$ cat config.mk
export PLATFORM = sky130hd
export DESIGN_NAME = nfh_host
export DESIGN_NICKNAME = d
export VERILOG_FILES = /design/src/common/nfh_pkg.sv /design/src/design/nfh_host.sv /design/src/design/nfh_strobe.sv
export SDC_FILE = /design/constraint.sdc
export NUM_CORES = 1
export LEC_CHECK = 0
export ABC_AREA = 1
export BUFFER_PORTS_ARGS = -buffer_cell sky130_fd_sc_hd__buf_4
export CAP_MARGIN = 10
export CORE_ASPECT_RATIO = 1.5
export CORE_MARGIN = 2
export CORE_UTILIZATION = 34
export DETAILED_ROUTE_END_ITERATION = 10
export PLACE_DENSITY = 0.53
export SLEW_MARGIN = 20
export SYNTH_ARGS = -nofsm -noshare
export SYNTH_HDL_FRONTEND = slang
export SYNTH_HIERARCHICAL = 1
export SYNTH_SLANG_ARGS = --single-unit
$ cat constraint.sdc
create_clock -name core_clk_i -period 1.7 [get_ports core_clk_i]
set_input_delay 0.34 -clock core_clk_i [delete_from_list [all_inputs] [get_ports core_clk_i]]
set_output_delay 0.34 -clock core_clk_i [all_outputs]
set_load 0.02 [all_outputs]
$ cat src/common/nfh_pkg.sv
// Package: constants and types for the NAND flash host controller
package nfh_pkg;
  // APB register offsets
  localparam logic [7:0] NFH_CTRL_OFS = 8'h00;
  localparam logic [7:0] NFH_STAT_OFS = 8'h04;
  localparam logic [7:0] NFH_DATA_OFS = 8'h08;
  // Control register fields
  localparam int NFH_CTRL_GO_BIT = 0;
  localparam int NFH_CTRL_WP_BIT = 1;
  localparam int NFH_CTRL_KIND_LSB = 8;
  localparam int NFH_CTRL_BYTE_LSB = 16;
  localparam int NFH_CTRL_LOCK_BIT = 24;
  // Status register fields
  localparam int NFH_STAT_BUSY_BIT = 0;
  localparam int NFH_STAT_RDY_BIT = 1;
  localparam int NFH_STAT_INIT_BIT = 2;
  localparam int NFH_STAT_REJ_BIT = 3;
  localparam int NFH_STAT_LOCK_BIT = 4;
  localparam int NFH_STAT_DATA_LSB = 8;
  // Reset values
  localparam logic [31:0] NFH_CTRL_RST = 32'h0000_0000;
  localparam logic [7:0] NFH_DATA_RST = 8'h00;
  // Device command codes; reset must come first after power-on
  localparam logic [7:0] NFH_CMD_RESET = 8'hff;
  localparam logic [7:0] NFH_CMD_STATUS = 8'h70;
  // Page geometry
  localparam int NFH_PAGE_MAIN = 4096;
  localparam int NFH_PAGE_SPARE = 256;
  localparam int NFH_PAGE_BYTES = NFH_PAGE_MAIN + NFH_PAGE_SPARE;
  localparam int NFH_BLOCK_PAGES = 64;
  localparam int NFH_LOCK_BLOCKS = 48;
  // Strobe timing: 30 ns cycle asked for; 15 ns halves round up to one 25 ns clock each
  localparam int NFH_CLK_PS = 25000;
  localparam int NFH_TCYC_PS = 30000;
  localparam int NFH_HALF_PS = NFH_TCYC_PS / 2;
  localparam int NFH_HALF_CYC_I = (NFH_HALF_PS + NFH_CLK_PS - 1) / NFH_CLK_PS;
  localparam logic [3:0] NFH_HALF_CYC = 4'(NFH_HALF_CYC_I);
  // Longest page read busy times and typical page program times the host can expect
  localparam int NFH_TRD_ECC_US = 115;
  localparam int NFH_TRD_US = 30;
  localparam int NFH_TPROG_US = 200;
  localparam int NFH_TPROG_ECC_US = 240;

  // Kinds of bus cycle the host can run
  typedef enum logic [1:0] {
    NFH_K_CMD = 2'b00,
    NFH_K_ADDR = 2'b01,
    NFH_K_DIN = 2'b10,
    NFH_K_DOUT = 2'b11
  } nfh_kind_t;

  // Pins driven toward the flash
  typedef struct packed {
    logic ce_n;
    logic cle;
    logic ale;
    logic we_n;
    logic re_n;
    logic wp_n;
    logic [7:0] io_out;
    logic io_oe;
  } nfh_pins_t;

  // APB request from the master
  typedef struct packed {
    logic psel;
    logic penable;
    logic pwrite;
    logic [7:0] paddr;
    logic [31:0] pwdata;
  } nfh_apb_req_t;
endpackage : nfh_pkg

$ cat src/design/nfh_host.sv
// NAND flash host controller: APB registers driving the flash pins
`timescale 1ns/1ps
`default_nettype none
// Contract
// (RL1) One shared 8-bit bus for all bytes
// (RL2) Device latches command while command latch high
// (RL3) Device latches address while address latch high
// (RL4) Device splits address into row and column
// (RL5) Chip enable selects target; deselected ignores strobes
// (RL6) Write strobe pulse transfers each input byte
// (RL7) Read strobe pulse fetches next output byte
// (RL8) Write protect gates program and erase
// (RL9) Ready/busy open-drain, low while busy
// (RL10) Lock strap high at power-up enables locking; here lock_o resets low and goes high only on a later control write
// (RL11) Reset command first after power-on
// (RL12) On-die correction off until set-feature
// (RL13) Page is 4096 main plus 256 spare
// (RL14) Block holds 64 pages, one plane
// (RL15) Program/read by page, erase by block
// (RL16) Cache and data registers split in cache mode
// (RL17) Status byte: done, pass/fail, protect
// (RL18) Page read busy at most 115/30 us
// (RL19) Page program typically 200/240 us
// (RL20) Permanent locking only for blocks 0-47
// (RL21) Write protect low blocks program and erase
// (RL22) Command latched on write strobe rise
// (RL23) Busy device ignores non-status commands
module nfh_host (
  input wire logic core_clk_i,
  input wire logic reset_i,
  input wire logic psel_i,
  input wire logic penable_i,
  input wire logic pwrite_i,
  input wire logic [7:0] paddr_i,
  input wire logic [31:0] pwdata_i,
  output logic pready_o,
  output logic [31:0] prdata_o,
  output logic pslverr_o,
  input wire logic [7:0] io_in_i,
  input wire logic rb_n_i,
  output logic ce_n_o,
  output logic cle_o,
  output logic ale_o,
  output logic we_n_o,
  output logic re_n_o,
  output logic wp_n_o,
  output logic lock_o,
  output logic io_oe_o,
  output logic [7:0] io_out_o
);
  import nfh_pkg::*;

  ////////////////////////////////////////////////////////////////////////
  // Controller state
  typedef enum logic [1:0] {
    NFH_H_IDLE = 2'b00,
    NFH_H_RUN = 2'b01,
    NFH_H_WAIT = 2'b10
  } nfh_hst_t;

  nfh_hst_t st_r, st_nxt;
  logic init_done_r;
  logic reject_r;
  logic wp_r;
  logic lock_r;
  logic ce_r;
  logic [7:0] rdbyte_r;
  logic rb_q_r;
  logic go_r;
  nfh_kind_t kind_r;
  logic [7:0] byte_r;
  logic seq_done;
  logic [7:0] seq_rdata;
  logic seq_cle, seq_ale, seq_we_n, seq_re_n, seq_oe;
  logic [7:0] seq_out;

  ////////////////////////////////////////////////////////////////////////
  // True when a request is a command cycle with the given code
  function automatic logic is_cmd(input nfh_kind_t k, input logic [7:0] b,
                                  input logic [7:0] code);
    return (k == NFH_K_CMD) && (b == code);
  endfunction : is_cmd

  // Register decode for the APB slave; one select wire per register
  wire sel_ctrl = (paddr_i == NFH_CTRL_OFS);
  wire sel_stat = (paddr_i == NFH_STAT_OFS);
  wire sel_data = (paddr_i == NFH_DATA_OFS);
  // Writes act in the access cycle, which is always the answer cycle
  wire acc = psel_i && penable_i;
  wire wr_ctrl = acc && pwrite_i && sel_ctrl;
  wire hit = sel_ctrl || sel_stat || sel_data;
  wire go_req = wr_ctrl && pwdata_i[NFH_CTRL_GO_BIT];
  wire nfh_kind_t req_kind = nfh_kind_t'(pwdata_i[NFH_CTRL_KIND_LSB +: 2]);
  wire [7:0] req_byte = pwdata_i[NFH_CTRL_BYTE_LSB +: 8];
  wire is_reset_cmd = is_cmd(req_kind, req_byte, NFH_CMD_RESET);
  wire is_stat_cmd = is_cmd(req_kind, req_byte, NFH_CMD_STATUS);
  // Before the first reset command only reset may go out
  wire allow_pre = init_done_r || is_reset_cmd; // RL11
  // While the device is busy only status traffic is useful
  wire allow_busy = rb_q_r || is_stat_cmd || (req_kind == NFH_K_DOUT); // RL23
  // Refused requests start no flash cycle and raise the flag; WP and lock bits still take the write
  wire accept = go_req && (st_r == NFH_H_IDLE) && allow_pre && allow_busy;
  wire refuse = go_req && !accept;

  ////////////////////////////////////////////////////////////////////////
  // Sequence control
  always_comb begin
    st_nxt = st_r;
    unique case (st_r)
      NFH_H_IDLE: if (accept) st_nxt = NFH_H_RUN;
      NFH_H_RUN: st_nxt = NFH_H_WAIT;
      NFH_H_WAIT: if (seq_done) st_nxt = NFH_H_IDLE;
      default: st_nxt = NFH_H_IDLE;
    endcase
  end

  always_ff @(posedge core_clk_i) begin
    if (reset_i) begin
      st_r <= NFH_H_IDLE;
      go_r <= 1'b0;
      kind_r <= NFH_K_CMD;
      byte_r <= NFH_DATA_RST;
    end else begin
      st_r <= st_nxt;
      go_r <= accept;
      if (accept) begin
        kind_r <= req_kind;
        byte_r <= req_byte;
      end
    end
  end

  // Software-held control bits and flags
  always_ff @(posedge core_clk_i) begin
    if (reset_i) begin
      wp_r <= NFH_CTRL_RST[NFH_CTRL_WP_BIT];
      lock_r <= NFH_CTRL_RST[NFH_CTRL_LOCK_BIT];
      init_done_r <= 1'b0;
      reject_r <= 1'b0;
      rb_q_r <= 1'b0;
    end else begin
      // One flop on the ready level; the pin is taken as synchronous
      rb_q_r <= rb_n_i; // RL9
      if (wr_ctrl) begin
        wp_r <= pwdata_i[NFH_CTRL_WP_BIT]; // RL21
        lock_r <= pwdata_i[NFH_CTRL_LOCK_BIT]; // RL10
      end
      if (accept && is_reset_cmd) init_done_r <= 1'b1; // RL11
      // A refusal in the same cycle as a clear keeps the flag set
      if (refuse) reject_r <= 1'b1;
      else if (wr_ctrl) reject_r <= 1'b0;
    end
  end

  // Chip enable held low through the bus cycle only
  // Read byte kept until the next data-out cycle replaces it
  always_ff @(posedge core_clk_i) begin
    if (reset_i) begin
      ce_r <= 1'b1;
      rdbyte_r <= NFH_DATA_RST;
    end else begin
      if (accept) ce_r <= 1'b0; // RL5
      else if (st_r == NFH_H_WAIT && seq_done) ce_r <= 1'b1; // RL5
      if (seq_done && kind_r == NFH_K_DOUT) rdbyte_r <= seq_rdata; // RL17
    end
  end

  ////////////////////////////////////////////////////////////////////////
  // Strobe sequencer
  nfh_strobe u_strobe (
    .core_clk_i(core_clk_i),
    .reset_i(reset_i),
    .start_i(go_r),
    .kind_i(kind_r),
    .byte_i(byte_r),
    .io_in_i(io_in_i),
    .done_o(seq_done),
    .rdata_o(seq_rdata),
    .cle_o(seq_cle),
    .ale_o(seq_ale),
    .we_n_o(seq_we_n),
    .re_n_o(seq_re_n),
    .io_oe_o(seq_oe),
    .io_out_o(seq_out)
  );

  // Pin outputs are flops in the sequencer or here
  assign cle_o = seq_cle; // RL2
  assign ale_o = seq_ale;
  assign we_n_o = seq_we_n;
  assign re_n_o = seq_re_n;
  assign io_oe_o = seq_oe;
  assign io_out_o = seq_out;
  assign ce_n_o = ce_r;
  assign wp_n_o = wp_r; // RL8
  assign lock_o = lock_r;

  ////////////////////////////////////////////////////////////////////////
  // APB answer: one wait-free access phase, registered read data
  wire [31:0] stat_word = {16'h0000, rdbyte_r, 3'b000, lock_r, reject_r,
                           init_done_r, rb_q_r, (st_r != NFH_H_IDLE)};
  // Control readback: lock and protect levels only, GO reads as zero
  wire [31:0] ctrl_word = {7'h00, lock_r, 22'h000000, wp_r, 1'b0};
  wire [31:0] rd_mux = sel_stat ? stat_word :
                       sel_ctrl ? ctrl_word :
                       sel_data ? {24'h000000, rdbyte_r} :
                       32'h0000_0000;

  // A master that stretches penable gets no second pready, so the
  // transfer must finish on this one
  always_ff @(posedge core_clk_i) begin
    if (reset_i) begin
      pready_o <= 1'b0;
      prdata_o <= 32'h0000_0000;
      pslverr_o <= 1'b0;
    end else begin
      pready_o <= psel_i && !penable_i;
      prdata_o <= rd_mux;
      pslverr_o <= psel_i && !penable_i && !hit;
    end
  end
endmodule : nfh_host
`default_nettype wire

$ cat src/design/nfh_strobe.sv
// Strobe sequencer: runs one bus cycle on the flash pins
`timescale 1ns/1ps
`default_nettype none
module nfh_strobe (
  input wire logic core_clk_i,
  input wire logic reset_i,
  input wire logic start_i,
  input wire nfh_pkg::nfh_kind_t kind_i,
  input wire logic [7:0] byte_i,
  input wire logic [7:0] io_in_i,
  output logic done_o,
  output logic [7:0] rdata_o,
  output logic cle_o,
  output logic ale_o,
  output logic we_n_o,
  output logic re_n_o,
  output logic io_oe_o,
  output logic [7:0] io_out_o
);
  import nfh_pkg::*;

  typedef enum logic [1:0] {
    NFH_S_IDLE = 2'b00,
    NFH_S_LOW = 2'b01,
    NFH_S_HIGH = 2'b10
  } nfh_sst_t;

  nfh_sst_t st_r, st_nxt;
  logic [3:0] cnt_r;
  logic is_rd_r;
  wire half_done = (cnt_r == NFH_HALF_CYC - 4'd1);

  ////////////////////////////////////////////////////////////////////////
  // Phase sequence: strobe low half, then high half
  always_comb begin
    st_nxt = st_r;
    unique case (st_r)
      NFH_S_IDLE: if (start_i) st_nxt = NFH_S_LOW;
      NFH_S_LOW: if (half_done) st_nxt = NFH_S_HIGH;
      NFH_S_HIGH: if (half_done) st_nxt = NFH_S_IDLE;
      default: st_nxt = NFH_S_IDLE;
    endcase
  end

  always_ff @(posedge core_clk_i) begin
    if (reset_i) begin
      st_r <= NFH_S_IDLE;
      cnt_r <= 4'd0;
    end else begin
      st_r <= st_nxt;
      cnt_r <= (st_r == NFH_S_IDLE || half_done) ? 4'd0 : cnt_r + 4'd1;
    end
  end

  // Pin drive; latches fixed for whole cycle so the device sees stable lines
  always_ff @(posedge core_clk_i) begin
    if (reset_i) begin
      cle_o <= 1'b0;
      ale_o <= 1'b0;
      we_n_o <= 1'b1;
      re_n_o <= 1'b1;
      io_oe_o <= 1'b0;
      io_out_o <= NFH_DATA_RST;
      is_rd_r <= 1'b0;
    end else if (st_r == NFH_S_IDLE && start_i) begin
      cle_o <= (kind_i == NFH_K_CMD); // RL22
      ale_o <= (kind_i == NFH_K_ADDR); // RL3
      is_rd_r <= (kind_i == NFH_K_DOUT);
      we_n_o <= (kind_i == NFH_K_DOUT); // RL6
      re_n_o <= (kind_i != NFH_K_DOUT); // RL7
      io_oe_o <= (kind_i != NFH_K_DOUT); // RL1
      io_out_o <= byte_i; // RL1
    end else if (st_r == NFH_S_LOW && half_done) begin
      we_n_o <= 1'b1; // RL6
      re_n_o <= 1'b1; // RL7
    end else if (st_r == NFH_S_HIGH && half_done) begin
      cle_o <= 1'b0;
      ale_o <= 1'b0;
      io_oe_o <= 1'b0;
    end
  end

  // Read byte sampled just before the read strobe rises
  always_ff @(posedge core_clk_i) begin
    if (reset_i) begin
      rdata_o <= NFH_DATA_RST;
      done_o <= 1'b0;
    end else begin
      done_o <= (st_r == NFH_S_HIGH) && half_done;
      if (st_r == NFH_S_LOW && half_done && is_rd_r) begin
        rdata_o <= io_in_i; // RL7
      end
    end
  end
endmodule : nfh_strobe
`default_nettype wire

==> flow_summary.yaml <==
routing:
  vias_per_cell: 4.36
  drcViolationCount: 0
  wl_um: 6370
  dr.pass1.iters: 4
  drtAntennaViolNets: 0
  wl_per_cell_um: 10.7
  vias: 2598
  drtIter0Drc: 59
cells_and_area:
  layout.area.seq_sq_um: 1500
  stdcell_count: 596
  synthToLayoutAreaGrowth_pct: 29.0
  antenna_cells: 0
  final_cell_mix: "nor2_1, buf_4, dfxtp_1, inv_1, nand2_1"
  drive_gt1_share_pct: 25.6
  multiInputGateArea_sq_um: 1250
  nets: 535
  layout_commonest_cell: "nor2_1"
  nFillCells: 946
timing:
  max_freq_mhz: 751
  finalWorstSetupSlack_ns: 0.368
  setup_tns_ns: 0
  clock-skew-final_ns: 0.00461
  fin_crit_ns: 1.33
  slew_violations: 0
  rsz0062_at_grt: "no"
  post-route-period-util_pct: 78.4
  finalSetupViolations: 0
  hold_viol: 0
power_and_ir_drop:
  pwr_density_cell_nw_per_um2: 1020
  leakagePower_nw: 1.85
  p_total_mw: 4.16
  ir_worst_vdd_v: 0.000557
clocking:
  clk-insertion-delay-late_ns: 0.33
  cts_setup_buffers: 0
  cts.htree.levels: 3
  ctsResizeCount: 0
  clk_pin_slew_worst_paths_ns: 0.06
  clockBufferDepth: 2
  cts_buffers: 9
  cts.sinks: 75
  cts_tree: "done"
  cts-hold-fix-buffers: 0
  cts_root_buffer: "clkbuf_16"
setup_path:
  worstSetupPathType: "flop to flop"
  worstPathArrival_ns: 1.56
  cp_max_fo: 8
  required_ns: 1.92
  critPathLaunchType: "flop"
  endpoint_kind: "flop"
  rrSetupSlack_ns: 0.37
synthesis:
  yosysTopAreaCell: "dfxtp_1"
  ys_ff_latch: 75
  synth_area_sq_um: 3150
  synth_flop_cell: "dfxtp_1"
  yosys_warnings: 6
  yosys.area.top_type_share_pct: 47.6
  syn_inst: 405
  synth-seq-area-share_pct: 47.6
  netlist_top_cells_area: "dfxtp_1, nor2_1, inv_1"
  async_flop_share_pct: 0
  synth_area_per_cell_sq_um: 7.79
  synth_edf_count: 0
  synth_cell_types: 40
global_route:
  grt_max_degree: 17
  overflow: 0
  grt_use_total_pct: 13.9
  grt_pass1_wl_um: 10700
  antenna_found_initial: 0
  grt_pass1_vias: 2392
run_status:
  status: "finished, final reports clean"
hold_path:
  hold_path.class: "input port to flop"
floorplan:
  die_x_um: 82.6
  dieArea_sq_um: 10100
  row_count: 43
  die_height_um: 122
  pin_count: 104
  start_util_pct: 34.5
  core_area_sq_um: 9150
placement:
  place_inst: 580
  place_ws_ns: 0.138
  io_buffer_count: 69
  place_congestion: 0.742
  place_hpwl_um: 4850
run:
  maxCapViolCount: 0
cells by family after synthesis:
group	after synthesis	share of synthesized area [%]
AO/OA/AOI/OAI	47	8.57
XOR/XNOR	2	0.556
adder cells (fa/ha/maj)	2	0.794
buffers and inverters	95	14.4
flip-flops	75	47.6
other	1	0.119
AND/OR/NAND/NOR	183	27.9
worst max-delay path, cell delays in order (launching register included):
cell and delay, ns:
dfxtp_1 0.33, inv_1 0.06, ha_1 0.16, nand2_1 0.07, nor2_2 0.19, buf_4 0.20
nand4_1 0.09, nand2_1 0.08, nor2_1 0.04
state kept, by name, summed over array words and instances (netlist names), 2 cells and up:
| signal | cells |
|---|---|
| u_strobe/io_out_o | 8 |
| prdata_o | 17 |
| rdbyte_r | 8 |
| u_strobe/rdata_o | 8 |
| u_strobe/st_r | 2 |
| u_strobe/cnt_r | 4 |
| st_r | 2 |
| kind_r | 2 |
| byte_r | 8 |
power breakdown:
group          switching, mW  internal, mW  leakage, nW
Sequential           0.00112          1.76        0.604
Clock                  0.720          1.48        0.169
Combinational          0.120        0.0820         1.07
Total                  0.841          3.32         1.85
cells in the mapped netlist (2+ instances only):
master	count
a21oi_1	17
buf_4	15
buf_6	5
clkbuf_1	4
dfxtp_1	75
ha_1	2
inv_1	57
inv_2	10
nand2_1	50
nand2_2	3
nand3_1	23
nand3_2	3
nand3_4	2
nand4_1	11
nor2_1	77
nor2_2	3
nor2_4	4
nor3_1	2
nor4_1	2
o21ai_0	19
o22ai_1	2
layer usage:
metal / track usage, % / vias up / wire (um)
met4: 7.07 / 0 / 99
met5: 0 / - / 0
li1: - / 1385 / -
met2: 23.5 / 60 / 3320
met1: 16.2 / 1146 / 2640
met3: 2.67 / 7 / 312
metrics by stage:
step	instance area, sq um	util [%]	hold slack, ns
after floorplan	3210	-	0.402
after global placement	3720	40.7	0.443
after detailed placement	3720	40.7	0.454
after CTS	4070	44.5	0.205
after global routing	4070	44.5	0.225
final	4070	44.5	0.212
area by class of cell:
class                           instances  share of cell area [%]
Inverter                               68                    6.33
Sequential cell                        75                    36.9
Multi-Input combinational cell        249                    30.7
Timing Repair Buffer                   76                    14.0
Clock buffer                           10                    5.87
Tap cell                              112                    3.44
Clock inverter                          6                    2.74
final timing paths:
check,start,to,cells past startpoint
worst max-delay path,u_strobe/cnt_r[0]$_SDFF_PP0_,u_strobe/rdata_o[0]$_SDFFE_PP0P_,8
worst min register to register,rdbyte_r[2]$_SDFFE_PP0P_,prdata_o[10]$_SDFF_PP0_,2
worst min-delay path,rb_n_i,rb_q_r$_SDFF_PP0_,3
worst max register to register,u_strobe/cnt_r[0]$_SDFF_PP0_,u_strobe/rdata_o[0]$_SDFFE_PP0P_,8
(Power assumes the default switching activity.)
